File: src/include/fault_report_params.svh
// Constants of the fault-reporting latch: frame layout, readback fields,
// register offsets, field positions and reset values.
// Assumes inclusion by bare name from the package and the design modules.
`ifndef FAULT_REPORT_PARAMS_SVH
`define FAULT_REPORT_PARAMS_SVH

// ----------------------------------------------------------------------
// Serial frame
// ----------------------------------------------------------------------
`define FRAME_BITS        5'h10
`define FRAME_LAST_IDX    5'h0f
`define FRAME_CNT_MAX     5'h1f
`define CMD_SEEN_CNT      5'h04
`define CMD_READ_FAULT    3'h4

// ----------------------------------------------------------------------
// Readback word and fault lanes
// ----------------------------------------------------------------------
`define NUM_FAULTS        4
`define FAULT_BROWNOUT    0
`define FAULT_OVERTEMP    1
`define FAULT_OPEN_LOAD   2
`define FAULT_SHORT       3
`define OUTPUT_FAULTS     4'hc
`define RB_INT_BIT        9
`define RB_FAULT_LSB      5

// ----------------------------------------------------------------------
// Synchroniser bank: {fault pin, faults, data in, select, serial clock}
// ----------------------------------------------------------------------
`define SYNC_W            8
`define SYNC_RESET        8'h82
`define SYNC_SCLK         0
`define SYNC_CS           1
`define SYNC_DIN          2
`define SYNC_FAULT_LSB    3
`define SYNC_PIN          7

// ----------------------------------------------------------------------
// Register map
// ----------------------------------------------------------------------
`define REG_ADDR_W        8
`define REG_STATUS        8'h00
`define REG_MASK          8'h04
`define REG_FAULT_STATE   8'h08
`define REG_CTRL          8'h0c
`define EVT_FAULT         0
`define EVT_READ          1
`define EVT_ABORT         2
`define EVT_W             3
`define CTRL_PIN_EN       0
`define CTRL_RESET        1'b1
`define RESP_OKAY         2'h0
`define RESP_SLVERR       2'h2

`endif

File: src/include/fault_report_pkg.sv
// Types shared by the fault-reporting latch modules.
// Assumes the constants header sits on the include path.
`default_nettype none
`include "fault_report_params.svh"

package fault_report_pkg;
   typedef enum logic {FRAME_IDLE, FRAME_SHIFT} frame_state_t;
   typedef logic [`NUM_FAULTS-1:0] fault_vec_t;
   typedef logic [`EVT_W-1:0]      event_vec_t;
endpackage

`default_nettype wire

File: src/design/link_sync.sv
// Bank of two-flop synchronisers with edge pulses on the settled level.
// Assumes each input is asynchronous to aclk and stays put for several
// aclk periods between edges.
`default_nettype none

module link_sync #(
   parameter int           W         = 1,
   parameter logic [W-1:0] RESET_VAL = '0
) (
   // Clock and reset
   input  wire logic         aclk,
   input  wire logic         aresetn,
   // Asynchronous inputs
   input  wire logic [W-1:0] async_in,
   // Settled level and one-cycle edge pulses
   output logic      [W-1:0] level,
   output logic      [W-1:0] rise,
   output logic      [W-1:0] fall
);
   logic [W-1:0] meta_reg;
   logic [W-1:0] sync_reg;
   logic [W-1:0] last_reg;

   genvar i;
   generate
      for (i = 0; i < W; i++) begin : g_bit
         // Idle levels at reset keep a select line from faking an edge.
         always_ff @(posedge aclk) begin
            if (!aresetn) begin
               meta_reg[i] <= RESET_VAL[i];
               sync_reg[i] <= RESET_VAL[i];
               last_reg[i] <= RESET_VAL[i];
            end else begin
               meta_reg[i] <= async_in[i];
               sync_reg[i] <= meta_reg[i];
               last_reg[i] <= sync_reg[i];
            end
         end
         assign level[i] = sync_reg[i];
         assign rise[i]  = sync_reg[i] && !last_reg[i];
         assign fall[i]  = !sync_reg[i] && last_reg[i];
      end
   endgenerate
endmodule

`default_nettype wire

File: src/design/fault_lane.sv
// Latch, re-arm mask and intermittent tracking of one fault type.
// Assumes a settled detector level and a one-cycle strobe per completed
// fault readback frame, both on aclk.
`default_nettype none

module fault_lane #(
   parameter bit OUTPUT_FAULT = 1'b0
) (
   // Clock and reset
   input  wire logic aclk,
   input  wire logic aresetn,
   // Detector level and read cycle strobe
   input  wire logic raw,
   input  wire logic read_cycle,
   // Lane state towards the frame logic
   output logic      irq_req,
   output logic      report,
   output logic      intermittent,
   output logic      detect,
   output logic      latched,
   output logic      masked
);
   logic latch_reg;
   logic first_read_reg;
   logic mask_reg;
   logic gone_reg;

   assign detect       = raw && !latch_reg && !mask_reg;
   assign irq_req      = latch_reg && !first_read_reg;
   assign report       = latch_reg || (mask_reg && raw);
   assign intermittent = OUTPUT_FAULT && latch_reg
                         && (gone_reg || !raw);
   assign latched      = latch_reg;
   assign masked       = mask_reg;

   // A detection in the cycle of a read is kept: only the second read of
   // a latched fault clears, and then the mask takes the live level.
   always_ff @(posedge aclk) begin
      if (!aresetn) begin
         latch_reg      <= 1'b0;
         first_read_reg <= 1'b0;
         mask_reg       <= 1'b0;
         gone_reg       <= 1'b0;
      end else begin
         if (latch_reg && !raw) begin
            gone_reg <= 1'b1;
         end
         if (read_cycle && latch_reg) begin
            if (!first_read_reg) begin
               first_read_reg <= 1'b1;
            end else begin
               latch_reg      <= 1'b0;
               first_read_reg <= 1'b0;
               gone_reg       <= 1'b0;
               mask_reg       <= raw;
            end
         end else begin
            if (read_cycle && mask_reg && !raw) begin
               mask_reg <= 1'b0;
            end
            if (detect) begin
               latch_reg <= 1'b1;
            end
         end
      end
   end
endmodule

`default_nettype wire

File: src/design/fault_report_latch.sv
// Fault-reporting latch: serial readback slave, fault lanes, open-drain
// fault interrupt pin, and an AXI4-Lite register port for local software.
// Assumes the serial pins and fault detector levels are asynchronous to
// aclk and the serial clock is at most an eighth of the aclk rate.
//
// Notes on behaviour
// - Apart from new detections, fault state moves only with completed serial read frames, no free clock steps it.
// - A newly detected fault pulls the active-low fault pin low.
// - The first readback releases the pin and shows which fault is active.
// - The second readback still reports the fault, with the intermittent flag for output faults that have gone away.
// - Overtemperature and brownout never set the intermittent flag.
// - The second readback after a fault clears the latched contents.
// - Once removed and cleared, the next readback shows it resolved and re-arms it.
// - A fault gone before the first readback still reads active twice, output faults flagged intermittent.
// - An unresolved fault does not raise the pin again until resolved and reported.
// - A different fault type raises the pin even while another is masked.
// - Command 100 in data-in bits 13..11 returns the fault bits 9..5, bits 4..0 zero.
`default_nettype none
`include "fault_report_params.svh"

module fault_report_latch
   import fault_report_pkg::*;
(
   // Clock and reset
   input  wire logic                   aclk,
   input  wire logic                   aresetn,
   // AXI4-Lite write address and data
   input  wire logic [`REG_ADDR_W-1:0] awaddr,
   input  wire logic                   awvalid,
   output logic                        awready,
   input  wire logic [31:0]            wdata,
   input  wire logic [3:0]             wstrb,
   input  wire logic                   wvalid,
   output logic                        wready,
   // AXI4-Lite write response
   output logic [1:0]                  bresp,
   output logic                        bvalid,
   input  wire logic                   bready,
   // AXI4-Lite read
   input  wire logic [`REG_ADDR_W-1:0] araddr,
   input  wire logic                   arvalid,
   output logic                        arready,
   output logic [31:0]                 rdata,
   output logic [1:0]                  rresp,
   output logic                        rvalid,
   input  wire logic                   rready,
   // Serial link pins
   input  wire logic                   spi_sclk,
   input  wire logic                   spi_cs_n,
   input  wire logic                   spi_din,
   output logic                        spi_dout,
   output logic                        spi_dout_oe,
   // Open-drain fault interrupt pin
   input  wire logic                   fault_int_n_i,
   output logic                        fault_int_n_o,
   output logic                        fault_int_oe,
   // Fault detector levels
   input  wire logic [`NUM_FAULTS-1:0] fault_raw,
   // Local interrupt
   output logic                        irq
);
   // ----------------------------------------------------------------------
   // Input synchronisers
   // ----------------------------------------------------------------------
   logic [`SYNC_W-1:0] sync_level;
   logic [`SYNC_W-1:0] sync_rise;
   logic [`SYNC_W-1:0] sync_fall;

   link_sync #(
      .W         (`SYNC_W),
      .RESET_VAL (`SYNC_RESET)
   ) u_sync (
      .aclk     (aclk),
      .aresetn  (aresetn),
      .async_in ({fault_int_n_i, fault_raw, spi_din, spi_cs_n, spi_sclk}),
      .level    (sync_level),
      .rise     (sync_rise),
      .fall     (sync_fall)
   );

   wire       sclk_rise   = sync_rise[`SYNC_SCLK];
   wire       sclk_fall   = sync_fall[`SYNC_SCLK];
   wire       cs_low      = !sync_level[`SYNC_CS];
   wire       frame_start = sync_fall[`SYNC_CS];
   wire       frame_end   = sync_rise[`SYNC_CS];
   wire       din_bit     = sync_level[`SYNC_DIN];
   wire       pin_level   = sync_level[`SYNC_PIN];
   fault_vec_t fault_level;
   assign fault_level = sync_level[`SYNC_FAULT_LSB +: `NUM_FAULTS];

   // ----------------------------------------------------------------------
   // Fault lanes
   // ----------------------------------------------------------------------
   fault_vec_t lane_irq;
   fault_vec_t lane_report;
   fault_vec_t lane_intermit;
   fault_vec_t lane_detect;
   fault_vec_t lane_latched;
   fault_vec_t lane_masked;
   logic       read_cycle;

   genvar f;
   generate
      for (f = 0; f < `NUM_FAULTS; f++) begin : g_lane
         fault_lane #(
            .OUTPUT_FAULT (1'(`OUTPUT_FAULTS >> f))
         ) u_lane (
            .aclk         (aclk),
            .aresetn      (aresetn),
            .raw          (fault_level[f]),
            .read_cycle   (read_cycle),
            .irq_req      (lane_irq[f]),
            .report       (lane_report[f]),
            .intermittent (lane_intermit[f]),
            .detect       (lane_detect[f]),
            .latched      (lane_latched[f]),
            .masked       (lane_masked[f])
         );
      end
   endgenerate

   // ----------------------------------------------------------------------
   // Readback word
   // ----------------------------------------------------------------------
   wire        intermit_any = |lane_intermit;
   wire [15:0] rb_word = (16'(intermit_any) << `RB_INT_BIT)
                       | (16'(lane_report) << `RB_FAULT_LSB);

   // ----------------------------------------------------------------------
   // Serial frame engine
   // ----------------------------------------------------------------------
   // The readback is shifted out live during the frame while the read steps
   // of the lanes happen only at its end, so the word read is the state before the read.
   frame_state_t state_reg;
   frame_state_t state_next;
   logic [4:0]   cnt_reg;
   logic [1:0]   shift_reg;
   logic         hit_reg;
   logic         dout_reg;

   wire        frame_full = (cnt_reg == `FRAME_BITS);
   wire        in_shift   = (state_reg == FRAME_SHIFT);
   wire [3:0]  out_idx    = 4'(`FRAME_LAST_IDX - cnt_reg);
   wire        out_bit    = hit_reg && (cnt_reg < `FRAME_BITS)
                            && rb_word[out_idx];
   wire        cmd_match  = ({shift_reg, din_bit} == `CMD_READ_FAULT);
   wire        frame_abort = in_shift && frame_end
                             && !(frame_full && hit_reg);

   assign read_cycle = in_shift && frame_end && frame_full
                       && hit_reg;

   always_comb begin
      state_next = state_reg;
      case (state_reg)
         FRAME_IDLE: begin
            if (frame_start) begin
               state_next = FRAME_SHIFT;
            end
         end
         FRAME_SHIFT: begin
            if (frame_end) begin
               state_next = FRAME_IDLE;
            end
         end
         default: state_next = FRAME_IDLE;
      endcase
   end

   always_ff @(posedge aclk) begin
      if (!aresetn) begin
         state_reg <= FRAME_IDLE;
         cnt_reg   <= '0;
         shift_reg <= '0;
         hit_reg   <= 1'b0;
         dout_reg  <= 1'b0;
      end else begin
         state_reg <= state_next;
         if (frame_start) begin
            cnt_reg  <= '0;
            hit_reg  <= 1'b0;
            dout_reg <= 1'b0;
         end else if (in_shift && cs_low && sclk_rise) begin
            shift_reg <= {shift_reg[0], din_bit};
            if (cnt_reg != `FRAME_CNT_MAX) begin
               cnt_reg <= cnt_reg + 5'h01;
            end
            if (cnt_reg == `CMD_SEEN_CNT) begin
               hit_reg <= cmd_match;
            end
         end else if (in_shift && cs_low && sclk_fall) begin
            dout_reg <= out_bit;
         end
      end
   end

   assign spi_dout    = dout_reg;
   assign spi_dout_oe = in_shift;

   // ----------------------------------------------------------------------
   // Fault pin
   // ----------------------------------------------------------------------
   logic ctrl_reg;
   logic pin_oe_reg;

   always_ff @(posedge aclk) begin
      if (!aresetn) begin
         pin_oe_reg <= 1'b0;
      end else begin
         pin_oe_reg <= (|lane_irq) && ctrl_reg;
      end
   end

   assign fault_int_n_o = 1'b0;
   assign fault_int_oe  = pin_oe_reg;

   // ----------------------------------------------------------------------
   // AXI4-Lite slave
   // ----------------------------------------------------------------------
   logic                   aw_have_reg;
   logic [`REG_ADDR_W-1:0] aw_addr_reg;
   logic                   w_have_reg;
   logic [31:0]            w_data_reg;
   logic                   w_lane0_reg;
   logic                   bvalid_reg;
   logic [1:0]             bresp_reg;
   logic                   rvalid_reg;
   logic [31:0]            rdata_reg;
   logic [1:0]             rresp_reg;
   event_vec_t             status_reg;
   event_vec_t             status_next;
   event_vec_t             mask_reg;

   assign awready = !aw_have_reg && !bvalid_reg;
   assign wready  = !w_have_reg && !bvalid_reg;
   assign arready = !rvalid_reg;

   wire do_write  = aw_have_reg && w_have_reg && !bvalid_reg;
   wire wr_lane   = do_write && w_lane0_reg;
   wire wr_status = wr_lane && (aw_addr_reg == `REG_STATUS);
   wire wr_mask   = wr_lane && (aw_addr_reg == `REG_MASK);
   wire wr_ctrl   = wr_lane && (aw_addr_reg == `REG_CTRL);
   wire wr_ok     = (aw_addr_reg == `REG_STATUS)
                    || (aw_addr_reg == `REG_MASK)
                    || (aw_addr_reg == `REG_FAULT_STATE)
                    || (aw_addr_reg == `REG_CTRL);

   wire rd_status = (araddr == `REG_STATUS);
   wire rd_mask   = (araddr == `REG_MASK);
   wire rd_state  = (araddr == `REG_FAULT_STATE);
   wire rd_ctrl   = (araddr == `REG_CTRL);
   wire rd_ok     = rd_status || rd_mask || rd_state || rd_ctrl;
   wire [31:0] rd_mux =
        rd_status ? 32'(status_reg)
      : rd_mask   ? 32'(mask_reg)
      : rd_state  ? 32'({pin_level, fault_level, lane_masked, lane_latched})
      : rd_ctrl   ? 32'(ctrl_reg)
      : 32'h0000_0000;

   always_ff @(posedge aclk) begin
      if (!aresetn) begin
         aw_have_reg <= 1'b0;
         aw_addr_reg <= '0;
         w_have_reg  <= 1'b0;
         w_data_reg  <= '0;
         w_lane0_reg <= 1'b0;
         bvalid_reg  <= 1'b0;
         bresp_reg   <= `RESP_OKAY;
      end else begin
         if (awvalid && awready) begin
            aw_have_reg <= 1'b1;
            aw_addr_reg <= awaddr;
         end
         if (wvalid && wready) begin
            w_have_reg  <= 1'b1;
            w_data_reg  <= wdata;
            w_lane0_reg <= wstrb[0];
         end
         if (do_write) begin
            aw_have_reg <= 1'b0;
            w_have_reg  <= 1'b0;
            bvalid_reg  <= 1'b1;
            bresp_reg   <= wr_ok ? `RESP_OKAY : `RESP_SLVERR;
         end else if (bvalid_reg && bready) begin
            bvalid_reg <= 1'b0;
         end
      end
   end

   always_ff @(posedge aclk) begin
      if (!aresetn) begin
         rvalid_reg <= 1'b0;
         rdata_reg  <= '0;
         rresp_reg  <= `RESP_OKAY;
      end else if (arvalid && arready) begin
         rvalid_reg <= 1'b1;
         rdata_reg  <= rd_mux;
         rresp_reg  <= rd_ok ? `RESP_OKAY : `RESP_SLVERR;
      end else if (rvalid_reg && rready) begin
         rvalid_reg <= 1'b0;
      end
   end

   assign bvalid = bvalid_reg;
   assign bresp  = bresp_reg;
   assign rvalid = rvalid_reg;
   assign rdata  = rdata_reg;
   assign rresp  = rresp_reg;

   // ----------------------------------------------------------------------
   // Registers and local interrupt
   // ----------------------------------------------------------------------
   // A new event in the cycle of a write-one-to-clear stays set.
   event_vec_t events;
   assign events[`EVT_FAULT] = |lane_detect;
   assign events[`EVT_READ]  = read_cycle;
   assign events[`EVT_ABORT] = frame_abort;
   assign status_next = (status_reg
                         & ~(wr_status ? w_data_reg[`EVT_W-1:0] : '0))
                        | events;

   always_ff @(posedge aclk) begin
      if (!aresetn) begin
         status_reg <= '0;
         mask_reg   <= '0;
         ctrl_reg   <= `CTRL_RESET;
      end else begin
         status_reg <= status_next;
         if (wr_mask) begin
            mask_reg <= w_data_reg[`EVT_W-1:0];
         end
         if (wr_ctrl) begin
            ctrl_reg <= w_data_reg[`CTRL_PIN_EN];
         end
      end
   end

   assign irq = |(status_reg & mask_reg);
endmodule

`default_nettype wire

File: config.mk
export PLATFORM = sky130hd
export DESIGN_NAME = fault_report_latch
export DESIGN_NICKNAME = d
export VERILOG_FILES = /design/src/include/fault_report_pkg.sv /design/src/design/link_sync.sv /design/src/design/fault_lane.sv /design/src/design/fault_report_latch.sv
export VERILOG_INCLUDE_DIRS = /design/src /design/src/include
export SDC_FILE = /design/constraint.sdc
export NUM_CORES = 1
export LEC_CHECK = 0
export BUFFER_PORTS_ARGS = -buffer_cell sky130_fd_sc_hd__buf_4
export CORE_MARGIN = 2
export CORE_UTILIZATION = 44
export CTS_CLUSTER_DIAMETER = 50
export CTS_CLUSTER_SIZE = 25
export DETAILED_ROUTE_END_ITERATION = 8
export GPL_ROUTABILITY_DRIVEN = 0
export PLACE_DENSITY = 0.71
export REMOVE_ABC_BUFFERS = 1
export SLEW_MARGIN = 5
export SYNTH_ARGS = -nofsm -noshare
export SYNTH_HDL_FRONTEND = slang
export SYNTH_SLANG_ARGS = --single-unit
File: constraint.sdc
create_clock -name aclk -period 2.8 [get_ports aclk]
set_input_delay 0.14 -clock aclk [delete_from_list [all_inputs] [get_ports aclk]]
set_output_delay 0.14 -clock aclk [all_outputs]
set_load 0.05 [all_outputs]
==> run_results.csv <==
group,metric,value,unit
yosys,synth_area_leaders,"dfxtp_1, buf_4, nand2_1, nor2_1, a21oi_1",
placed_design,placed_area,0.003861,sq mm
worst_setup_path,cp.required,3.09,ns
placed_design,dpl.hpwl,4.743,mm
clock_tree,ctsHoldBuffers,7,
cells_and_area,final_area,0.004120,sq mm
sta,rsz0062_at_grt,"false",
floorplan,die_h,92.51,um
yosys,synth.cell_area,0.003447,sq mm
placed_design,portBuffers,58,
yosys,netlist_instances,379,
sta,tightest_slew,0.6435,ns
yosys,ys_top_cells_by_count,"dfxtp_1, nand2_1, nor2_1",
yosys,synth_adder_area_share,1.089,%
clock_tree,clock_sinks,81,
yosys,ys.flop_type,"dfxtp_1",
global_routing,grt_pass1_vias,2543,
worst_setup_path,r2r_end,"rdata[11]$_SDFFE_PN0P_",
yosys,synth_edf_count,0,
clock_tree,cts_tree,"yes",
job,maxCapViolCount,0,
global_routing,grt_max_degree,39,
pwr,power.total,2.326,mW
global_routing,grt_use_total,16.87,%
cells_and_area,syn2layout_area_growth,19.53,%
floorplan,io_pins,113,
floorplan,die_x,92.51,um
clock_tree,postCtsResizedCells,0,
yosys,yosys.area.top_type,"dfxtp_1",
sta,slew-limit-headroom,57.10,%
cells_and_area,fillCellCount,715,
global_routing,grt.overflow.total,0,
sta,fin_crit,1.768,ns
sta,setup_violations,0,
detailed_routing,drc,0,
clock_tree,cts_buffers,9,
detailed_routing,drt_iter0_drc,219,
global_routing,antenna_found_initial,0,
yosys,synth_top_family_by_area,"simple AND/OR/NAND/NOR gates",
worst_hold_path,hold_start,"fault_raw[0]",
clock_tree,post_cts_buffers,0,
pwr,pwr-share-clk,35.3,%
sta,max_freq,565.6,MHz
pwr,comb_power_share,12.2,%
sta,final-max-slew-violation-count,0,
clock_tree,clkLatencyLatePin,0.34,ns
yosys,syn_area_per_cell,9.095,sq um
cells_and_area,nets,507,
cells_and_area,drive_above_1_share,19.46,%
floorplan,row_count,32,
worst_setup_path,reg2reg_depth,4,
pwr,power_leakage,1.664,nW
detailed_routing,dr.pass1.iters,5,
yosys,yosysMostFrequentCell,"dfxtp_1",
floorplan,die-area,0.008558,sq mm
clock_tree,h-tree-depth,3,
yosys,yosysSeqAreaShare,47.04,%
yosys,yosys.cell_types.count,56,
yosys,yosys.area_share.simple,22.40,%
worst_setup_path,r2r_start,"rvalid$_SDFFE_PN0P_",
pwr,ir_worst_vdd,0.3526,mV
worst_hold_path,hold_path_class,"primary input to flop",
detailed_routing,vias,2745,
cells_and_area,largest_reg_flops,13,
cells_and_area,antenna_cells,0,
outcome,outcome,"complete, no violations",
pwr,power_frac_seq,52.4,%
sta,timing.final.crit_share,63.15,%
detailed_routing,avgRoutedWirePerCell,12.31,um
yosys,synth_top_area_share,47.04,%
worst_setup_path,r2r_slack,1.03,ns
yosys,synth_compound_area_share,16.23,%
cells_and_area,final_core_util,53.88,%
worst_setup_path,start_kind,"flop",
yosys,async_flop_share,0,%
yosys,synth_warnings,0,
detailed_routing,antenna_left,0,
pwr,netSwitchingFraction,25.85,%
worst_setup_path,arrival,2.05,ns
sta,hold_viol_final,0,
yosys,synth.area.mux_share,3.267,%
floorplan,start_util,45.08,%
worst_hold_path,min_to,"u_sync.meta_reg[3]$_SDFF_PN0_",
clock_tree,root_buffer,"clkbuf_8",
pwr,powerDensity,564.5,mW/mm^2
clock_tree,clockBufferDepth,2,
pwr,intPower,1.724,mW
worst_setup_path,worstSetupPathType,"flop to flop",
worst_setup_path,critPathCaptureType,"flop",
yosys,synth_seq_cells,81,
global_routing,grt_pass1_wl,11.54,mm
clock_tree,clkSlewWorstSetupHoldPaths,0.08,ns
floorplan,core,0.007647,sq mm
sta,totalNegativeSetupSlack,0,ns
worst_setup_path,crit_fanout,16,
pwr,switchingPower,0.6013,mW
detailed_routing,vias_per_cell,5.046,
detailed_routing,routed_wl,6.697,mm
sta,clock_skew,0.005633,ns
worst_hold_path,hold_depth,2,
yosys,synth_xor_area_share,1.525,%
[layer usage]
layer | track usage, % | part of all wire [%]
met1 | 22.03 | 48
met2 | 26.28 | 44
met4 | 8.706 | 1.6
met3 | 3.580 | 5.7
met5 | 0 | 0
[cell families after synthesis]
family                     Yosys count
AOI/OAI and AO/OA                   86
xor gates and xnor gates             6
adders and majority gates            3
buffers and inverters               54
DFF                                 81
muxes                               10
other                                1
and+or+nand+nor                    138
[worst max-delay path by stage]
stage | start | to | cells after the start
CTS | rvalid$_SDFFE_PN0P_ | rdata[11]$_SDFFE_PN0P_ | 4
floorplan | bvalid$_SDFFE_PN0P_ | w_data_reg[0]$_SDFFE_PN0P_ | 4
global route | rvalid$_SDFFE_PN0P_ | rdata[8]$_SDFFE_PN0P_ | 4
detailed placement | aresetn | g_lane[2].u_lane.masked$_SDFFE_PN0P_ | 4
global placement | aresetn | g_lane[2].u_lane.masked$_SDFFE_PN0P_ | 4
finish | rvalid$_SDFFE_PN0P_ | rdata[11]$_SDFFE_PN0P_ | 4
[power by group through the flow]
| stage | Clock, mW | Sequential, mW | Combinational [mW] |
|---|---|---|---|
| 6_report | 0.822 | 1.22 | 0.284 |
| 5_1_grt | 0.896 | 1.23 | 0.309 |
| 4_1_cts | 0.840 | 1.22 | 0.286 |
| 3_5_place_dp | 0 | 1.25 | 0.278 |
| 3_3_place_gp | 0 | 1.25 | 0.275 |
| 2_1_floorplan | 0 | 1.26 | 0.176 |
[critical path, cell delays in order (launching register included)]
cell and delay, ns:
dfxtp_1 0.33, nand2b_1 0.43, nor4b_4 0.68, a22oi_1 0.15, nor2_1 0.11
[layout make-up]
| class | instances | area [sq um] | area share, % |
|---|---|---|---|
| clock buffer | 13 | 148.9 | 3.614 |
| clock inverter | 3 | 40.04 | 0.9718 |
| inverter | 14 | 52.55 | 1.275 |
| multi-input combinational | 265 | 1617 | 39.23 |
| sequential | 81 | 1622 | 39.36 |
| tap | 102 | 127.6 | 3.097 |
| timing repair buffer | 66 | 513.0 | 12.45 |
[stage by stage]
step,setup slack (ns),std cells,hold slack (ns)
2_1_floorplan,0.8021,360,0.2091
3_3_place_gp,1.018,521,0.3209
3_5_place_dp,0.9777,521,0.3276
4_1_cts,0.9931,544,0.003743
5_1_grt,0.8224,544,0.01641
6_report,1.032,544,0.01368
[cell usage in the layout (no fill, tap or decap), types with 4 or more instances in the layout]
master	n
dfxtp_1	81
buf_4	59
nor2_1	35
nand2_1	35
a21oi_1	26
conb_1	22
and2_1	17
o21ai_0	14
inv_1	13
a22oi_1	13
nand2b_1	10
clkbuf_8	10
mux2i_1	9
dlygate4sd3_1	7
nand4_1	6
a31oi_1	5
o21a_1	4
nor3_1	4
xnor2_1	4
(Power assumes the default switching activity.)
